[src/inc/conv_pkg.sv]
package conv_pkg;

    // Instruction field layout, first bit on the wire is bit 0
    localparam int INSTR_BITS      = 8;
    localparam int INSTR_CMD_LSB   = 0;
    localparam int INSTR_CMD_W     = 4;
    localparam int INSTR_ARG_LSB   = 4;
    localparam int INSTR_ARG_W     = 4;

    // Command codes
    localparam logic [3:0] CMD_CONVERT   = 4'h0;
    localparam logic [3:0] CMD_CALIBRATE = 4'h1;
    localparam logic [3:0] CMD_ZERO      = 4'h2;
    localparam logic [3:0] CMD_POWERDOWN = 4'h3;
    localparam logic [3:0] CMD_POWERUP   = 4'h4;
    localparam logic [3:0] CMD_ACQ       = 4'h5;
    localparam logic [3:0] CMD_FORMAT    = 4'h6;

    // Acquisition codes and period counts
    localparam logic [1:0] ACQ_6      = 2'h0;
    localparam logic [1:0] ACQ_10     = 2'h1;
    localparam logic [1:0] ACQ_18     = 2'h2;
    localparam logic [1:0] ACQ_34     = 2'h3;
    localparam logic [1:0] ACQ_RESET  = ACQ_10;

    // Result coding
    localparam int          RESULT_W   = 13;
    localparam logic signed [RESULT_W-1:0] CODE_MIN = 13'sh1000;
    localparam logic signed [RESULT_W-1:0] CODE_MAX = 13'sh0FFF;
    localparam int          FULL_SCALE = 4096;

    // Output formats: bit0 = sign off, bit1 = 16/17 bit padded
    localparam logic       SIGN_ON_RESET = 1'b1;
    localparam logic       LONG_RESET    = 1'b0;

    // Link timing
    localparam int  CLK_NS          = 25;
    localparam int  SCLK_PERIOD_NS  = 200;
    localparam int  SCLK_HALF_CYC   = (SCLK_PERIOD_NS / CLK_NS) / 2;
    localparam int  CONVERSION_CLOCK_DIV        = 4;
    localparam int  CAL_PERIODS     = 64;
    localparam int  ZERO_PERIODS    = 16;
    localparam int  CONV_PERIODS    = 14;

    // Controller register map (APB byte addresses)
    localparam logic [7:0] REG_CMD    = 8'h00;
    localparam logic [7:0] REG_STATUS = 8'h04;
    localparam logic [7:0] REG_RESULT = 8'h08;

    typedef logic [INSTR_BITS-1:0] instr_t;

    function automatic logic [5:0] acq_periods(input logic [1:0] code);
        case (code)
            ACQ_6:   acq_periods = 6'd6;
            ACQ_10:  acq_periods = 6'd10;
            ACQ_18:  acq_periods = 6'd18;
            default: acq_periods = 6'd34;
        endcase
    endfunction

    function automatic logic [4:0] word_len(input logic sign_on, input logic long_fmt);
        word_len = 5'd12 + {4'h0, sign_on} + (long_fmt ? 5'd4 : 5'd0);
    endfunction

endpackage

[src/inc/conv_link_if.sv]
`timescale 1ns/1ps
`default_nettype none
interface conv_link_if;
    logic sclk;
    logic cs_n;
    logic serial_instruction_in;
    logic dout;
    modport converter (input sclk, input cs_n, input serial_instruction_in, output dout);
    modport host (output sclk, output cs_n, output serial_instruction_in, input dout);
endinterface
`default_nettype wire

[src/core/conv_device.sv]
// Functional notes
// - Result is two's complement, sign first
// - Round to nearest, clamp -4096 to 4095
// - Acquisition of 6, 10, 18, 34 periods
// - Acquire from falling sclk to conversion_clock
// - Sync may add one conversion period
// - Calibration stores corrections, used afterwards
// - Host calibrates only after supplies settle
// - Zeroing command corrects only offset
// - Reset defaults: 10 periods, sign, 13 bits
// - Cal, zero, power commands keep configuration
// - All-zero instruction: 12- or 13-bit conversion, long format off
// - Host clocks exact output word length
// - Host shifts instruction, first bit first
// - Output word 12, 13, 16, 17 bits
// - Host should calibrate first after power-up
`timescale 1ns/1ps
`default_nettype none
module conv_device
    import conv_pkg::*;
#(
    parameter int FIFO_DEPTH = 8
) (
    // Clock and reset
    input  wire logic                        ref_clk,
    input  wire logic                        rst,
    // Serial link
    conv_link_if.converter                   link,
    // Analog sample stand-in: scaled input times 2
    input  wire logic signed [RESULT_W+1:0]  sample_x2,
    input  wire logic signed [RESULT_W-1:0]  offset_meas,
    input  wire logic signed [RESULT_W-1:0]  gain_meas,
    // Status
    output logic                             busy,
    output logic                             calibrated,
    output logic                             powered_down,
    output logic [5:0]                       last_acq_periods
);
    typedef enum logic [4:0] {
        S_IDLE = 5'b00001,
        S_ACQ  = 5'b00010,
        S_CONV = 5'b00100,
        S_CAL  = 5'b01000,
        S_ZERO = 5'b10000
    } dev_state_t;

    logic [2:0] sclk_sync_reg;
    logic [1:0] cs_sync_reg;
    logic [1:0] din_sync_reg;
    logic       sclk_rise;
    logic       sclk_fall;
    logic       cs_active;
    assign sclk_rise = sclk_sync_reg[1] && !sclk_sync_reg[2];
    assign sclk_fall = !sclk_sync_reg[1] && sclk_sync_reg[2];
    assign cs_active = !cs_sync_reg[1];

    always_ff @(posedge ref_clk) begin
        if (rst) begin
            sclk_sync_reg <= '0;
            cs_sync_reg   <= 2'h3;
            din_sync_reg  <= '0;
        end else begin
            sclk_sync_reg <= {sclk_sync_reg[1:0], link.sclk};
            cs_sync_reg   <= {cs_sync_reg[0], link.cs_n};
            din_sync_reg  <= {din_sync_reg[0], link.serial_instruction_in};
        end
    end

    // Conversion clock as enable pulse
    logic [$clog2(CONVERSION_CLOCK_DIV)-1:0] cdiv_reg;
    logic                        conversion_clock_en;
    assign conversion_clock_en = cdiv_reg == '0;
    always_ff @(posedge ref_clk) begin
        if (rst) begin
            cdiv_reg <= '0;
        end else begin
            cdiv_reg <= cdiv_reg + 1'b1;
        end
    end

    // Configuration
    logic [1:0] acq_code_reg;
    logic       sign_on_reg;
    logic       long_reg;
    logic       pd_reg;
    logic [4:0] wlen;
    assign wlen = word_len(sign_on_reg, long_reg);

    // Transfer
    instr_t     instr_reg;
    logic [4:0] bit_cnt_reg;
    logic [16:0] shift_reg;
    logic       dout_reg;
    logic       frame_done;
    logic       was_cs_reg;
    assign frame_done = was_cs_reg && !cs_active;

    dev_state_t  state_reg;
    logic [5:0]  cnt_reg;
    logic [5:0]  acq_seen_reg;
    logic        acq_armed_reg;
    logic signed [RESULT_W-1:0] offset_corr_reg;
    logic signed [RESULT_W-1:0] gain_corr_reg;
    logic        cal_done_reg;

    // Result FIFO holds finished words until the next frame loads one
    logic                       res_in_valid;
    logic                       res_in_ready;
    logic signed [RESULT_W-1:0] res_in_data;
    logic                       res_out_valid;
    logic                       res_out_ready;
    logic [RESULT_W-1:0]        res_out_data;

    sync_fifo #(.WIDTH(RESULT_W), .DEPTH(FIFO_DEPTH)) u_res_fifo (
        .ref_clk   (ref_clk),
        .rst       (rst),
        .in_valid  (res_in_valid),
        .in_ready  (res_in_ready),
        .in_data   (res_in_data),
        .out_valid (res_out_valid),
        .out_ready (res_out_ready),
        .out_data  (res_out_data)
    );

    // Rounding: sample_x2 carries one fraction bit
    function automatic logic signed [RESULT_W-1:0] round_clamp(
        input logic signed [RESULT_W+1:0] x2);
        logic signed [RESULT_W+1:0] r;
        r = (x2 + 15'sd1) >>> 1;
        if (r > 15'(CODE_MAX)) begin
            round_clamp = CODE_MAX;
        end else if (r < 15'(signed'(CODE_MIN))) begin
            round_clamp = CODE_MIN;
        end else begin
            round_clamp = r[RESULT_W-1:0];
        end
    endfunction

    logic signed [RESULT_W+1:0] corrected;
    assign corrected = sample_x2 - {offset_corr_reg[RESULT_W-1], offset_corr_reg, 1'b0}
                     + {gain_corr_reg[RESULT_W-1], gain_corr_reg, 1'b0};
    assign res_in_data   = round_clamp(corrected);
    assign res_in_valid  = state_reg == S_CONV && conversion_clock_en && cnt_reg == 6'd1;
    assign res_out_ready = cs_active && !was_cs_reg && res_out_valid;

    always_ff @(posedge ref_clk) begin
        if (rst) begin
            was_cs_reg  <= 1'b0;
            bit_cnt_reg <= '0;
            instr_reg   <= '0;
            shift_reg   <= '0;
            dout_reg    <= 1'b0;
        end else begin
            was_cs_reg <= cs_active;
            if (cs_active && !was_cs_reg) begin
                bit_cnt_reg <= '0;
                // Left-align so the sign, or bit 11 with sign off, leaves first; pad bits follow
                shift_reg <= sign_on_reg ? {res_out_data, 4'h0}
                                         : {res_out_data[RESULT_W-2:0], 5'h00};
                dout_reg  <= sign_on_reg ? res_out_data[RESULT_W-1]
                                         : res_out_data[RESULT_W-2];
            end else if (cs_active && sclk_rise && bit_cnt_reg < wlen) begin
                bit_cnt_reg <= bit_cnt_reg + 1'b1;
                if (bit_cnt_reg < 5'(INSTR_BITS)) begin
                    instr_reg[bit_cnt_reg[2:0]] <= din_sync_reg[1];
                end
            end else if (cs_active && sclk_fall) begin
                shift_reg <= {shift_reg[15:0], 1'b0};
                dout_reg  <= shift_reg[15];
            end
        end
    end

    // Configuration changes on its own commands; convert also clears long_reg
    always_ff @(posedge ref_clk) begin
        if (rst) begin
            acq_code_reg <= ACQ_RESET;
            sign_on_reg  <= SIGN_ON_RESET;
            long_reg     <= LONG_RESET;
            pd_reg       <= 1'b0;
        end else if (frame_done && bit_cnt_reg == wlen) begin
            case (instr_reg[INSTR_CMD_W-1:0])
                CMD_ACQ:       acq_code_reg <= instr_reg[5:4];
                CMD_FORMAT: begin
                    sign_on_reg <= !instr_reg[4];
                    long_reg    <= instr_reg[5];
                end
                CMD_CONVERT:   long_reg <= 1'b0;
                CMD_POWERDOWN: pd_reg <= 1'b1;
                CMD_POWERUP:   pd_reg <= 1'b0;
                default:       pd_reg <= pd_reg;
            endcase
        end
    end

    always_ff @(posedge ref_clk) begin
        if (rst) begin
            state_reg       <= S_IDLE;
            cnt_reg         <= '0;
            acq_seen_reg    <= '0;
            acq_armed_reg   <= 1'b0;
            offset_corr_reg <= '0;
            gain_corr_reg   <= '0;
            cal_done_reg    <= 1'b0;
        end else begin
            case (state_reg)
                S_IDLE: begin
                    // Window opens on the last falling sclk of a convert frame
                    if (cs_active && sclk_fall && bit_cnt_reg == wlen && !pd_reg
                        && instr_reg[3:0] == CMD_CONVERT) begin
                        acq_armed_reg <= 1'b1;
                    end
                    if (acq_armed_reg && conversion_clock_en) begin
                        // First conversion_clock edge after the window opened is the sync period
                        state_reg     <= S_ACQ;
                        cnt_reg       <= acq_periods(acq_code_reg);
                        acq_seen_reg  <= 6'd1;
                        acq_armed_reg <= 1'b0;
                    end else if (frame_done && instr_reg[3:0] == CMD_CALIBRATE) begin
                        state_reg <= S_CAL;
                        cnt_reg   <= 6'(CAL_PERIODS - 1);
                    end else if (frame_done && instr_reg[3:0] == CMD_ZERO) begin
                        state_reg <= S_ZERO;
                        cnt_reg   <= 6'(ZERO_PERIODS);
                    end
                end
                S_ACQ: if (conversion_clock_en) begin
                    acq_seen_reg <= acq_seen_reg + 1'b1;
                    if (cnt_reg == 6'd1) begin
                        state_reg <= S_CONV;
                        cnt_reg   <= 6'(CONV_PERIODS);
                    end else begin
                        cnt_reg <= cnt_reg - 1'b1;
                    end
                end
                S_CONV: if (conversion_clock_en) begin
                    if (cnt_reg == 6'd1) begin
                        state_reg <= S_IDLE;
                    end else if (res_in_ready || cnt_reg != 6'd2) begin
                        cnt_reg <= cnt_reg - 1'b1;
                    end
                end
                S_CAL: if (conversion_clock_en) begin
                    if (cnt_reg == 6'd1) begin
                        offset_corr_reg <= offset_meas;
                        gain_corr_reg   <= gain_meas;
                        cal_done_reg    <= 1'b1;
                        state_reg       <= S_IDLE;
                    end else begin
                        cnt_reg <= cnt_reg - 1'b1;
                    end
                end
                S_ZERO: if (conversion_clock_en) begin
                    if (cnt_reg == 6'd1) begin
                        offset_corr_reg <= offset_meas;
                        state_reg       <= S_IDLE;
                    end else begin
                        cnt_reg <= cnt_reg - 1'b1;
                    end
                end
                default: state_reg <= S_IDLE;
            endcase
        end
    end

    always_ff @(posedge ref_clk) begin
        if (rst) begin
            busy             <= 1'b0;
            calibrated       <= 1'b0;
            powered_down     <= 1'b0;
            last_acq_periods <= '0;
            link.dout        <= 1'b0;
        end else begin
            busy         <= state_reg != S_IDLE || acq_armed_reg;
            calibrated   <= cal_done_reg;
            powered_down <= pd_reg;
            link.dout    <= dout_reg;
            if (state_reg == S_ACQ && conversion_clock_en && cnt_reg == 6'd1) begin
                last_acq_periods <= acq_seen_reg;
            end
        end
    end
endmodule // conv_device
`default_nettype wire

[src/core/sync_fifo.sv]
`timescale 1ns/1ps
`default_nettype none
module sync_fifo #(
    parameter int WIDTH = 13,
    parameter int DEPTH = 8
) (
    // Clock and reset
    input  wire logic             ref_clk,
    input  wire logic             rst,
    // Fill side
    input  wire logic             in_valid,
    output logic                  in_ready,
    input  wire logic [WIDTH-1:0] in_data,
    // Drain side
    output logic                  out_valid,
    input  wire logic             out_ready,
    output logic      [WIDTH-1:0] out_data
);
    localparam int AW = $clog2(DEPTH);
    logic [WIDTH-1:0] mem [DEPTH];
    logic [AW:0]      wr_ptr_reg;
    logic [AW:0]      rd_ptr_reg;
    logic             push;
    logic             pop;

    assign in_ready  = (wr_ptr_reg - rd_ptr_reg) != (AW+1)'(DEPTH);
    assign out_valid = wr_ptr_reg != rd_ptr_reg;
    // Zero when empty, so a frame with nothing queued shifts no unknowns
    assign out_data  = out_valid ? mem[rd_ptr_reg[AW-1:0]] : '0;
    assign push      = in_valid && in_ready;
    assign pop       = out_valid && out_ready;

    always_ff @(posedge ref_clk) begin
        if (push) begin
            mem[wr_ptr_reg[AW-1:0]] <= in_data;
        end
    end

    always_ff @(posedge ref_clk) begin
        if (rst) begin
            wr_ptr_reg <= '0;
            rd_ptr_reg <= '0;
        end else begin
            if (push) begin
                wr_ptr_reg <= wr_ptr_reg + 1'b1;
            end
            if (pop) begin
                rd_ptr_reg <= rd_ptr_reg + 1'b1;
            end
        end
    end
endmodule // sync_fifo
`default_nettype wire

[src/flat_wrapper.sv]
// flat-port wrapper written by rule: the top's interface ports become plain ports
module conv_device_flat import conv_pkg::*;
#(
    parameter int FIFO_DEPTH = 8
)
  (ref_clk, rst, sample_x2, offset_meas, gain_meas, busy, calibrated, powered_down, last_acq_periods, link_sclk, link_cs_n, link_serial_instruction_in, link_dout);
  conv_link_if link_i ();
  input  wire logic ref_clk;
  input  wire logic rst;
  input  wire logic signed [RESULT_W+1:0] sample_x2;
  input  wire logic signed [RESULT_W-1:0] offset_meas;
  input  wire logic signed [RESULT_W-1:0] gain_meas;
  output logic busy;
  output logic calibrated;
  output logic powered_down;
  output logic [5:0] last_acq_periods;
  input wire logic [$bits(link_i.sclk)-1:0] link_sclk;
  input wire logic [$bits(link_i.cs_n)-1:0] link_cs_n;
  input wire logic [$bits(link_i.serial_instruction_in)-1:0] link_serial_instruction_in;
  output wire logic [$bits(link_i.dout)-1:0] link_dout;
  assign link_i.sclk = link_sclk;
  assign link_i.cs_n = link_cs_n;
  assign link_i.serial_instruction_in = link_serial_instruction_in;
  assign link_dout = link_i.dout;
  conv_device #(.FIFO_DEPTH(FIFO_DEPTH)) u_core (.ref_clk(ref_clk), .rst(rst), .link(link_i), .sample_x2(sample_x2), .offset_meas(offset_meas), .gain_meas(gain_meas), .busy(busy), .calibrated(calibrated), .powered_down(powered_down), .last_acq_periods(last_acq_periods));
endmodule
[config.mk]
export PLATFORM = sky130hd
export DESIGN_NAME = conv_device_flat
export DESIGN_NICKNAME = d
export VERILOG_FILES = /design/src/inc/conv_pkg.sv /design/src/inc/conv_link_if.sv /design/src/core/conv_device.sv /design/src/core/sync_fifo.sv /design/src/flat_wrapper.sv
export SDC_FILE = /design/constraint.sdc
export NUM_CORES = 1
export LEC_CHECK = 0
export BUFFER_PORTS_ARGS = -buffer_cell sky130_fd_sc_hd__buf_2
export CAP_MARGIN = 40
export CORE_MARGIN = 2
export CORE_UTILIZATION = 45
export DETAILED_ROUTE_END_ITERATION = 12
export GPL_TIMING_DRIVEN = 0
export PLACE_DENSITY = 0.72
export SLEW_MARGIN = 10
export SYNTH_ARGS = -nofsm -noshare
export SYNTH_HDL_FRONTEND = slang
export SYNTH_SLANG_ARGS = --single-unit
[constraint.sdc]
create_clock -name ref_clk -period 3.6 [get_ports ref_clk]
set_input_delay 0.54 -clock ref_clk [delete_from_list [all_inputs] [get_ports ref_clk]]
set_output_delay 0.54 -clock ref_clk [all_outputs]
set_load 0.01 [all_outputs]
Word-level counts from Yosys, hierarchy flattened
Memory sizes are Yosys's and may differ from the RTL's. A register that Yosys moved wholly into a read port is not among the register bits.
Cells that the tools add are included.
- bits in registers: 108
- latch bits: 0
- bits in writable memories: 104
- memory bits (read-only): 0
- memories kept: 1
- add/sub/neg operators: 12
- multipliers: 0
- divide/modulo/power cells: 0
- order comparisons: 6
- equal/unequal tests: 31
- shift operators: 0
- muxes and demuxes: 46
- bitwise gates (word level): 1
- reductions and logical operators: 54
- memory list (memory ; depth ; bits a word ; rd ports ; clocked after memory_dff ; wr ports ; RTL line ; source):
    u_core.u_res_fifo.mem ; 8 ; 13 ; 1 ; 1 ; 1 ; sync_fifo.sv:20 ; logic [WIDTH-1:0] mem [DEPTH];
- operators by type and width (cell ; number):
    6-bit two-way mux ; 12
    16-bit two-way mux ; 4
    13-bit two-way mux ; 3
    5-bit two-way mux ; 7
    6-bit one-hot mux with 4 select lines ; 1
    1-bit logical AND ; 22
    6-bit one-hot mux with 3 select lines ; 1
    2-bit by 1-bit != test with 1-bit output, second input constant ; 8
    15-bit adder ; 1
    15-bit by 2-bit adder with 15-bit output, second input constant ; 1
    5-bit one-hot mux with 3 select lines ; 1
    15-bit subtractor ; 1
    14-bit by 13-bit greater-than comparator with 1-bit output, second input constant ; 1
    14-bit by 13-bit < comparator with 1-bit output, second input constant ; 1
    4-bit by 3-bit == test with 1-bit output, second input constant ; 3
    6-bit one-hot mux with 2 select lines ; 1
    2-bit AND reduction ; 6
    3-bit AND reduction ; 4
    2-bit nonzero test ; 5
    1-bit two-way mux ; 9
    3-bit two-way mux ; 3
    4-bit by 1-bit adder with 4-bit output, second input constant ; 2
    8-bit bitwise mux ; 1
    4-bit by 2-bit == test with 1-bit output, second input constant ; 2
    other kinds (39) ; 50

Logic depth before layout (Yosys ltp)
Gate-level depths: netlist of the first run.
- depth after elaboration: 8
- mapped depth: 11

By module
A second synthesis of the first run with hierarchy kept.
- cell total of the unflattened synthesis: 873
- area total of the unflattened synthesis: 10038.4 um^2
- by module, submodules not included (module ; instances ; cells each ; area each (um^2)):
    conv_device ; 1 ; 630 ; 5444.0
    sync_fifo ; 1 ; 243 ; 4594.4

Worst setup path after synthesis of the first run
Ideal clock, no wire load.
- path type: in2reg
- start: input port sample_x2[4]
- end: memory u_core.u_res_fifo.mem[0][10], data pin
- data arrival time: 3.140 ns
- required time: 3.310 ns
- setup slack: 0.170 ns
- stages on the path: 11
- buffers on the path: 1
- cell sequence: inv_1 fa_1 inv_1 ha_1 a21o_1 a221oi_1 o31a_1 o211a_1 nand2_1 buf_2 maj3_1
- longest elaborated chain between the ends: 6
- elaborated cells on any way between the ends: 7
- RTL lines (item ; RTL line ; source):
    start, declared ; flat_wrapper.sv:10 ; input wire logic signed [RESULT_W+1:0] sample_x2;
    15-bit subtractor (*) ; conv_device.sv:140 ; assign corrected = sample_x2 - {offset_corr_reg[RESULT_W-1], offset_corr_reg, 1'b0}
    15-bit adder (*) ; conv_device.sv:141 ; + {gain_corr_reg[RESULT_W-1], gain_corr_reg, 1'b0};
    15-bit by 2-bit adder with 15-bit output (*) ; conv_device.sv:129 ; r = (x2 + 15'sd1) >>> 1;
    14-bit by 13-bit < comparator with 1-bit output ; conv_device.sv:132 ; end else if (r < 15'(signed'(CODE_MIN))) begin
    13-bit two-way mux ; conv_device.sv:132 ;
    13-bit two-way mux (*) ; conv_device.sv:130 ; if (r > 15'(CODE_MAX)) begin
    net u_core.res_in_data[10] ; conv_device.sv:109 ; logic signed [RESULT_W-1:0] res_in_data;
    end, declared ; sync_fifo.sv:20 ;
Mark *: on every way through the listed nets, which the timed path passes. The rest lies on a longest branch.

Worst setup path after layout of the first run
- start: register u_core.gain_corr_reg[3]
- end: memory u_core.u_res_fifo.mem[0][0], data pin
- longest elaborated chain between the ends: 5
- elaborated cells on any way between the ends: 6
- RTL lines (item ; RTL line ; source):
    start, declared ; conv_device.sv:103 ; logic signed [RESULT_W-1:0] gain_corr_reg;
    start signal, assigned ; conv_device.sv:246 ; gain_corr_reg <= gain_meas;
    15-bit adder (*) ; conv_device.sv:141 ;
    15-bit by 2-bit adder with 15-bit output (*) ; conv_device.sv:129 ;
    14-bit by 13-bit < comparator with 1-bit output ; conv_device.sv:132 ;
    13-bit two-way mux ; conv_device.sv:132 ;
    13-bit two-way mux (*) ; conv_device.sv:130 ;
    net u_core.res_in_data[0] ; conv_device.sv:109 ;
Marked as above.

==> results by group, run 1 <==
CTS
  – Clk sinks: roughly 210
  – CTS tree: done
  – Root buffer cell: clkbuf_16
  – Hold_buf cts: 0
  – CTS clk-pin slew, worst paths: 0.06 ns
  – TritonCTS buffer count: 22
  – Clock Latency Late Sink: roughly 0.5 ns
  – H-tree depth: 1
  – Clock Path Buffers: 3

Synthesis
  – Post-synth top area cell: edfxtp_1
  – Ranking of synthesized cells by area: edfxtp_1 31%, dfxtp_1 21%, mux4_2 5.8%
  – Synth Cell Area: 10000 sq um
  – Sequential area share after synthesis: approximately 52%
  – Synth top area share: 31.1%
  – Async set-reset flop share out of synthesis: 0%
  – Post-synth EDFFs: 104
  – Cell variety after synth: 73
  – YS warnings: 0
  – Main synth FF type: dfxtp_1
  – Post-Syn Nets: 992
  – Yosys reg bits: about 210
  – Mean Syn Cell Area: 11.1 sq um
  – Syn Inst Count: 904

Global route
  – Grt total ovfl: 0
  – First-pass GRT wire length: 36.5 mm
  – Vias in the first global route: approximately 6800
  – GRT Resource Usage Total: 19.4%
  – Pin count of the biggest net entering global routing: 15
  – Initial antenna violation count: 1

Routing
  – DR vias/cell: 5.47
  – WL per Instance: 17.7 um
  – Via count: 7024
  – Initial DRC count: 492
  – Final ANT Viol Nets: 0
  – DRT Pass-1 Iters: 5
  – Number of remaining DRC errors: 0
  – Post-Route WL: 22.7 mm

Placement
  – Post-DP HPWL: 16.1 mm
  – Inst Count DP: ~1200
  – GPL Wtd Cong: 0.869
  – Port Buf Inserts: 55

Layout
  – Final nets: 1076
  – Final Core Density: 52.5%
  – Layout cell share with drive strength beyond 1: 15.2%
  – Most common cell after layout, fill and taps aside: dfxtp_1
  – ANT cells: 0
  – Layout area overhead: 14.5%
  – Non-Filler Instances: 1284
  – Most frequent cells in the layout: 105 x dfxtp_1, 104 x edfxtp_1, 81 x nor2_1
  – Largest register FFs: 104

Worst setup path
  – Crit Path Class: reg -> reg
  – Crit-path max FO: 10
  – CP startpoint kind: flip-flop
  – CP Buf/Inv Count: 3
  – Worst path max stage delay: 0.50 ns
  – Most frequent cell on the critical path: inv_1
  – Slowest CP cell: fa_1
  – Arrival @ worst endpoint: 3.76 ns
  – CP Capture Type: flip-flop
  – Crit path max-delay family: adder cells
  – Crit path cell chain: inv_1, fa_1, inv_1, ha_1, a21o_1, a31o_2, o21a_1, or4b_1, o311ai_1, buf_4, maj3_1
  – Worst Path Required: between 3 and 4 ns

Status
  – Status: finished, final reports clean

STA
  – RSZ-0062 raised after global routing: true
  – Final Hold Fails: 0
  – Fin Setup TNS: 0 ns
  – Crit share post-route: 96.7%
  – Worst slew margin: 40.9%
  – Slew @ Worst Pin: 0.885 ns
  – Final hold slack: ~0.23 ns
  – Crit path time final: 3.48 ns
  – Fmax: 287 MHz
  – Endpoints failing setup: 0
  – Clk_skew: between 0.01 and 0.015 ns
  – Final Max Tran Viols: 0

Power and ir drop
  – Sequential power share: 47.4%
  – Sw Share: 24.4%
  – Clock share of power: ~41%
  – Leak pwr: approximately 4.1 nW
  – Pint: 0.00422 W
  – Total net switching power: 0.00136 W
  – Logic gate share of total power: 11.6%
  – Worst VDD drop: 0.394 mV
  – PwrDens: 485 nW/um^2

Floorplanning
  – Die Area: around 24000 sq um
  – Die height: between 150 and 200 um
  – Chip width: 153 um
  – Initial core utilization: between 40% and 50%
  – Row count: 54
  – I/O pin total: between 50 and 60
  – Core box area: 21900 sq um

Flow run
  – MaxCap Viol Count: 0

Min path
  – HP Class: in -> reg
==> what timing repair did <==
| action | in CTS | in global routing |
|---|---|---|
| gates resized for setup | 1 | 2 |
| setup endpoints to repair | 28 | 95 |
| setup buffers | 0 | 1 |
| pin swaps | 0 | 1 |
| endpoints found under the hold margin | 0 | 0 |
==> worst paths after layout <==
path	start	to	slack, ns	depth (start not counted)
worst max-delay path	u_core.gain_corr_reg[3]	u_core.u_res_fifo.mem[0][0]	0.12	11
worst min-delay path	link_cs_n	u_core.cs_sync_reg[0]	0.23	2
worst max register to register	u_core.gain_corr_reg[3]	u_core.u_res_fifo.mem[0][0]	0.12	11
worst min register to register	u_core.cdiv_reg[0]	u_core.cdiv_reg[0]	0.41	1
==> layout make-up <==
cell class                      instances  area [sq um]
Fill cell                            1902         10400
Sequential cell                       209          5230
Multi-Input combinational cell        590          4430
Clock buffer                           31           637
Tap cell                              280           350
Timing Repair Buffer                   60           335
Inverter                               63           236
Buffer                                 42           185
Clock inverter                          9          93.8
==> per-layer routing <==
| metal | GRT usage, % | routed length [um] | vias to the layer above |
|---|---|---|---|
| li1 | - | - | 3429 |
| met1 | 26.4 | 10100 | 3386 |
| met2 | 32.4 | 11000 | 177 |
| met3 | 3.35 | 1080 | 32 |
| met4 | 4.72 | 489 | 0 |
| met5 | 0 | 0 | - |
==> power by group through the flow <==
stage	clock (W)	combinational, W	sequential (W)
3_3_place_gp	0	0.000618	0.00269
5_1_grt	0.00243	0.000718	0.00264
2_1_floorplan	0	0.000449	0.00269
4_1_cts	0.00233	0.000636	0.00264
3_5_place_dp	0	0.000631	0.00269
6_report	0.00229	0.000645	0.00264
==> cells by family (layout without fill, tap and decap cells) <==
| group | Yosys count | after routing | share of synthesized area [%] |
|---|---|---|---|
| AND/OR/NAND/NOR | 302 | 302 | 14.9 |
| flip-flops | 209 | 209 | 52.1 |
| AO/OA/AOI/OAI | 136 | 136 | 8.78 |
| buffers and inverters | 105 | 205 | 4.20 |
| multiplexers | 66 | 66 | 9.84 |
| adder cells (fa/ha/maj) | 54 | 54 | 7.40 |
| XOR/XNOR | 32 | 32 | 2.79 |
==> cells in the mapped netlist, drive strengths merged (3+ instances only) <==
| cell type | number |
|---|---|
| xor2 | 16 |
| or3 | 13 |
| mux2i | 39 |
| clkbuf | 28 |
| dfxtp | 105 |
| a211oi | 13 |
| xnor2 | 16 |
| maj3 | 12 |
| nand2 | 80 |
| nor2b | 14 |
| and4 | 3 |
| mux4 | 26 |
| and3 | 5 |
| ha | 29 |
| nand4 | 7 |
| a21oi | 55 |
| o21a | 3 |
| o21ai | 16 |
| o311ai | 5 |
| buf | 14 |
| nor3b | 4 |
| a21o | 9 |
| nand2b | 14 |
| nor3 | 31 |
| fa | 13 |
| nand3 | 21 |
| edfxtp | 104 |
| o31ai | 4 |
| or2 | 5 |
| or4 | 4 |
| nor2 | 88 |
| a31oi | 3 |
| inv | 63 |
| nor4 | 5 |
==> per-stage QoR <==
step           total power (W)  setup slack [ns]  cell area (sq um)
3_3_place_gp           0.00331            -0.488              10700
3_5_place_dp           0.00332            -0.339              10700
2_1_floorplan          0.00314             0.170              10000
6_report               0.00558             0.117              11500
4_1_cts                0.00560            0.0216              11500
5_1_grt                0.00579           -0.0354              11500
No activity file was read; power rests on OpenSTA's default activity.
==> run 2, diff against run 1 <==
- clock period: 3.6 -> 2.88 ns (I/O delays scaled with it)
==> results by group, run 2 (synthesis gave the netlist of run 1 again) <==
Layout
  – Non-Filler Instances: 1301 (+1.3%)
  – Layout area overhead: 18.6%
  – Final nets: 1093 (+1.6%)
  – Most frequent cells in the layout: 104 x edfxtp_1, 103 x dfxtp_1, 80 x nor2_1
  – Largest register FFs: 104 (unchanged)
  – ANT cells: 0 (unchanged)
  – Most common cell after layout, fill and taps aside: edfxtp_1
  – Filler Cells Inserted: 1829 (-3.8%)
  – Layout cell share with drive strength beyond 1: 20.3% (+5.0 points)

STA
  – RSZ-0062 raised after global routing: true
  – Final Max Tran Viols: 0 (unchanged)
  – Final Hold Fails: 0 (unchanged)
  – Crit share post-route: 108% (+11 points)
  – Setup WS post-layout: -0.221 ns (-0.338 ns)
  – Worst slew margin: 42.5% (+1.5 points)
  – Crit path time final: 3.10 ns (-0.382 ns)
  – Fin Setup TNS: -19.16 ns (-19.16 ns)
  – Slew @ Worst Pin: 0.863 ns (-0.0221 ns)
  – Endpoints failing setup: 96 (+96)
  – Final hold slack: 0.116 ns (-0.114 ns)
  – Fmax: 322 MHz (+12%)
  – Clk_skew: 0.0152 ns (+0.00341 ns)

Global route
  – Grt total ovfl: 0 (unchanged)
  – Vias in the first global route: 6971 (+2.7%)
  – Initial antenna violation count: 1 (unchanged)
  – First-pass GRT wire length: 36.6 mm (+0.36%)
  – GRT Resource Usage Total: 19.2% (-0.13 points)
  – Pin count of the biggest net entering global routing: 15 (unchanged)

Routing
  – DRT Pass-1 Iters: 5 (unchanged)
  – DR vias/cell: 5.58 (+1.9%)
  – Via count: 7255 (+3.3%)
  – WL per Instance: 17.5 um (-0.98%)
  – Initial DRC count: 581 (+18%)
  – Post-Route WL: 22.8 mm (+0.33%)
  – Number of remaining DRC errors: 0 (unchanged)
  – Final ANT Viol Nets: 0 (unchanged)

Placement
  – Port Buf Inserts: 55 (unchanged)
  – GPL Wtd Cong: 0.892 (+2.6%)
  – Post-DP HPWL: 15.8 mm (-1.8%)
  – Inst Count DP: 1243 (+0.081%)

Worst setup path
  – Arrival @ worst endpoint: 3.31 ns (-0.45 ns)
  – CP startpoint kind: flip-flop
  – FF-to-FF Start: u_core.gain_corr_reg[3]
  – Worst Path Required: 3.09 ns (-0.78 ns)
  – CP Capture Type: flip-flop
  – Crit Path Class: reg -> reg
  – Crit-path max FO: 10 (unchanged)
  – Crit path from: u_core.gain_corr_reg[3]

Min path
  – HP Start: link_cs_n
  – HP Class: in -> reg

Power and ir drop
  – Worst VDD drop: 0.426 mV (+8.0%)
  – PwrDens: 604 nW/um^2 (+25%)
  – Leak pwr: 4.21 nW (+3.7%)

Floorplanning
  – Chip width: 153 um (unchanged)
  – I/O pin total: 56 (unchanged)
  – Row count: 54 (unchanged)
  – Core box area: 21900 sq um (unchanged)
  – Die Area: 23500 sq um (unchanged)
  – Die height: 153 um (unchanged)
  – Initial core utilization: 45.9% (unchanged)

CTS
  – Clock Path Buffers: 3 (unchanged)
  – CTS clk-pin slew, worst paths: 0.06 ns (about the same)
  – CTS tree: done
  – TritonCTS buffer count: 22 (unchanged)
  – Clock Latency Late Sink: 0.50 ns (about the same)
  – H-tree depth: 1 (unchanged)
  – Root buffer cell: clkbuf_16
  – Clk sinks: 209 (unchanged)

Status
  – Status: complete, but fails checks
  – Failing checks: negative setup slack

Flow run
  – MaxCap Viol Count: 0 (unchanged)
-- run 2: cell types whose count changed in the layout (fill, tap and decap cells not counted), moves of 5 or more --
cell    change
buf_4      +13
maj3_2      +6
maj3_4      +6
maj3_1     -12
inv_1       -5
ha_1        -6
nor2_4      +5
-- run 2: timing repair --
item / 4_1_cts / 5_1_grt
buffers inserted: 12 / 5
gates cloned: 1 / 0
setup endpoints to repair: 196 / 200
hold buffers: 0 / 0
resized for setup: 27 / 16
endpoints found under the hold margin: 0 / 0
pin swaps: 22 / 9
-- run 2: critical path, cell delays in order (launching register included) --
cell	delay (ns)
dfxtp_2	0.33
inv_2	0.04
fa_1	0.51
inv_2	0.05
ha_4	0.24
a21o_1	0.21
a221oi_4	0.33
o31a_1	0.27
o211a_1	0.21
nand2_2	0.09
buf_6	0.16
maj3_2	0.38
-- run 2: final cells by class --
class / count / area (sq um) / share of cell area [%]
multi-input combinational: 590 / 4640 / 39.0
timing repair buffer: 77 / 488 / 4.10
clock buffer: 32 / 639 / 5.37
tap: 280 / 350 / 2.94
buffer: 42 / 195 / 1.64
inverter: 63 / 244 / 2.05
clock inverter: 8 / 124 / 1.04
sequential: 209 / 5230 / 43.9
-- run 2: stage by stage --
| step | area, sq um | util (%) | total power, W | worst slack [ns] |
|---|---|---|---|---|
| finish | 11900 | 54.4 | 0.00720 | -0.221 |
| detailed placement | 10800 | 49.4 | 0.00420 | -0.520 |
| floorplan | 10100 | - | 0.00396 | -0.138 |
| global placement | 10800 | 49.1 | 0.00417 | -0.643 |
| CTS | 11800 | 54.0 | 0.00719 | -0.236 |
| global route | 11900 | 54.4 | 0.00746 | -0.298 |
-- run 2: final timing paths --
check | slack (ns) | to | depth (start not counted)
min reg2reg | 0.41 | u_core.cs_sync_reg[1] | 1
max | -0.22 | u_core.u_res_fifo.mem[7][4] | 11
max reg2reg | -0.22 | u_core.u_res_fifo.mem[7][4] | 11
min | 0.12 | u_core.cs_sync_reg[0] | 2
-- run 2: layer usage --
metal / up-vias / global-route usage, % / wire [um]
li1: 3459 / - / -
met1: 3526 / 26.0 / 9930
met2: 231 / 32.9 / 11000
met3: 39 / 2.81 / 1400
met4: 0 / 4.59 / 446
met5: - / 0 / 0
-- run 2: report_power, final --
group / total [W] / leakage, nW / switching [W] / internal, W
Clock: 0.00296 / 0.375 / 0.00114 / 0.00182
Sequential: 0.00330 / 1.78 / 0.0000295 / 0.00327
Combinational: 0.000936 / 2.05 / 0.000566 / 0.000370
==> run 3, diff against run 2 <==
- PLACE_DENSITY: 0.72 -> 0.69
==> results by group, run 3 (synthesis gave the netlist of run 1 again) <==
Worst setup path
  – Crit-path max FO: 8 (-2)
  – CP Capture Type: flip-flop
  – CP startpoint kind: flip-flop
  – Most frequent cell on the critical path: inv_2
  – Worst Path Required: 3.10 ns (about the same)
  – Slowest CP cell: fa_1
  – Crit path cell chain: inv_2, fa_1, inv_2, ha_4, a21o_1, a221oi_4, o31a_1, o211a_1, nand2_4, clkbuf_16, maj3_2
  – Worst path max stage delay: 0.54 ns (+0.03 ns)
  – Arrival @ worst endpoint: 3.33 ns (+0.02 ns)
  – Crit Path Class: reg -> reg

Floorplanning
  – Row count: 54 (unchanged)
  – I/O pin total: 56 (unchanged)
  – Core box area: 21900 sq um (unchanged)
  – Die height: 153 um (unchanged)
  – Die Area: 23500 sq um (unchanged)
  – Chip width: 153 um (unchanged)
  – Initial core utilization: 45.9% (unchanged)

STA
  – Crit share post-route: 108% (+0.36 points)
  – Slew @ Worst Pin: 0.842 ns (-0.0203 ns)
  – Setup WS post-layout: -0.232 ns (-0.0104 ns)
  – Final Max Tran Viols: 0 (unchanged)
  – Fmax: 321 MHz (-0.33%)
  – Final Hold Fails: 0 (unchanged)
  – RSZ-0062 raised after global routing: true
  – Worst slew margin: 43.2% (+0.76 points)
  – Crit path time final: 3.11 ns (+0.0104 ns)
  – Endpoints failing setup: 104 (+8.3%)
  – Clk_skew: 0.0133 ns (-0.00189 ns)

Power and ir drop
  – Clock share of power: 39.5% (-1.6 points)
  – Pint: 0.00526 W (-3.7%)
  – Sequential power share: 47.0% (+1.1 points)
  – Total net switching power: 0.00177 W (+2.0%)
  – Worst VDD drop: 0.478 mV (+12%)
  – PwrDens: 590 nW/um^2 (-2.3%)
  – Leak pwr: 4.19 nW (-0.35%)
  – Logic gate share of total power: 13.6% (+0.6 points)
  – Sw Share: 25.2% (+1.1 points)

Global route
  – Global Route met3 Usage: 4.05% (+1.2 points)
  – Met1 Use GR: 24.5% (-1.5 points)
  – Vias in the first global route: 6976 (+0.072%)
  – Pin count of the biggest net entering global routing: 15 (unchanged)
  – First-pass GRT wire length: 36.0 mm (-1.6%)
  – Grt total ovfl: 0 (unchanged)
  – Busiest grt layer: met2
  – GR Layer Usage met2: 32.1% (-0.83 points)
  – GRT Resource Usage Total: 18.9% (-0.30 points)
  – Initial antenna violation count: 2 (+1)

CTS
  – Clock Latency Late Sink: 0.51 ns (about the same)
  – CTS tree: done
  – Hold_buf cts: 0 (unchanged)
  – Root buffer cell: clkbuf_16
  – CTS clk-pin slew, worst paths: 0.06 ns (about the same)
  – Clock Path Buffers: 3 (unchanged)
  – TritonCTS buffer count: 23 (+4.5%)
  – H-tree depth: 1 (unchanged)
  – Clk sinks: 209 (unchanged)

Routing
  – DRT Pass-1 Iters: 4 (-1)
  – Number of remaining DRC errors: 0 (unchanged)
  – DR vias/cell: 5.41 (-3.0%)
  – WL per Instance: 17.3 um (-1.2%)
  – Post-Route WL: 22.5 mm (-1.1%)
  – Final ANT Viol Nets: 0 (unchanged)
  – Via count: 7045 (-2.9%)
  – Initial DRC count: 493 (-15%)

Layout
  – Filler Cells Inserted: 1901 (+3.9%)
  – Finished Cell Area: 11900 sq um (about the same)
  – Layout area overhead: 18.6% (about the same)
  – Final nets: 1095 (+0.18%)
  – Largest register FFs: 104 (unchanged)
  – Most frequent cells in the layout: 104 x edfxtp_1, 103 x dfxtp_1, 80 x nor2_1
  – Most common cell after layout, fill and taps aside: edfxtp_1
  – Layout cell share with drive strength beyond 1: 20.7% (+0.45 points)
  – ANT cells: 0 (unchanged)
  – Non-Filler Instances: 1303 (+0.15%)

Placement
  – Pre-CTS setup slack: -0.513 ns (+0.00654 ns)
  – Post-DP Area: 10800 sq um (-0.15%)
  – Inst Count DP: 1242 (-0.080%)
  – GPL Wtd Cong: 0.913 (+2.4%)
  – Post-DP HPWL: 15.9 mm (+0.75%)
  – Port Buf Inserts: 55 (unchanged)

Min path
  – HP Class: in -> reg

Status
  – Failing checks: negative setup slack
  – Status: complete, but fails checks

Flow run
  – MaxCap Viol Count: 0 (unchanged)
-- run 3: changes by cell type in the layout (fill, tap and decap cells not counted), sizes merged --
cell and delta:
clkinvlp +2, clkinv +4, bufinv -3, clkbuf -1
-- run 3: path summary, 6_finish.rpt --
check                     startpoint                           to  slack (ns)  depth (start not counted)
min                        link_cs_n        u_core.cs_sync_reg[0]        0.11                          2
max          u_core.gain_corr_reg[3]  u_core.u_res_fifo.mem[3][9]       -0.23                         11
max reg2reg  u_core.gain_corr_reg[3]  u_core.u_res_fifo.mem[3][9]       -0.23                         11
min reg2reg    u_core.cs_sync_reg[0]        u_core.cs_sync_reg[1]        0.41                          1
-- run 3: final cells by class --
type                    instances  area (sq um)  share of cell area [%]
plain buffers                  42           199                    1.67
multi-input cells             590          4650                    39.0
inverters                      63           248                    2.08
clock buffers                  30           652                    5.47
well taps                     280           350                    2.94
repair buffers                 78           514                    4.32
flip-flops and latches        209          5230                    43.9
clock inverters                11          71.3                   0.599
-- run 3: timing repair --
action / CTS / global route
cloned: 1 / 1
resized for setup: 29 / 16
endpoints found under the setup margin: 209 / 129
pin swaps: 12 / 13
buffers inserted: 10 / 8
-- run 3: layer usage --
layer  share of wire [%]  up-vias
met5                   0        -
met2                  48      183
met1                  43     3367
met4                 2.4        0
li1                    -     3460
met3                 6.2       35
-- run 3: power by group through the flow --
stage / registers [W] / clock network, W / logic [W]
5_1_grt: 0.00331 / 0.00295 / 0.00104
3_3_place_gp: 0.00337 / 0 / 0.000815
3_5_place_dp: 0.00336 / 0 / 0.000834
4_1_cts: 0.00330 / 0.00282 / 0.000881
6_report: 0.00330 / 0.00277 / 0.000955
2_1_floorplan: 0.00336 / 0 / 0.000600
-- run 3: worst max-delay path, delay by kind of cell (launching register included) --
family                     cells  cell delay (ns)
adders and majority gates      3             1.12
AOI/OAI and AO/OA              4             1.00
DFF                            1             0.33
buffers and inverters          3             0.27
and+or+nand+nor                1             0.10
-- run 3: stage by stage --
stage | hold WS, ns | total power, W | TNS (ns) | util (%)
after detailed placement | 0.397 | 0.00420 | -73.19 | 49.4
after CTS | 0.0898 | 0.00700 | -19.36 | 53.8
after global routing | 0.0933 | 0.00729 | -31.57 | 54.4
after global placement | 0.394 | 0.00418 | -101.58 | 49.1
final | 0.106 | 0.00703 | -20.83 | 54.4
after floorplan | 0.389 | 0.00396 | -10.40 | -
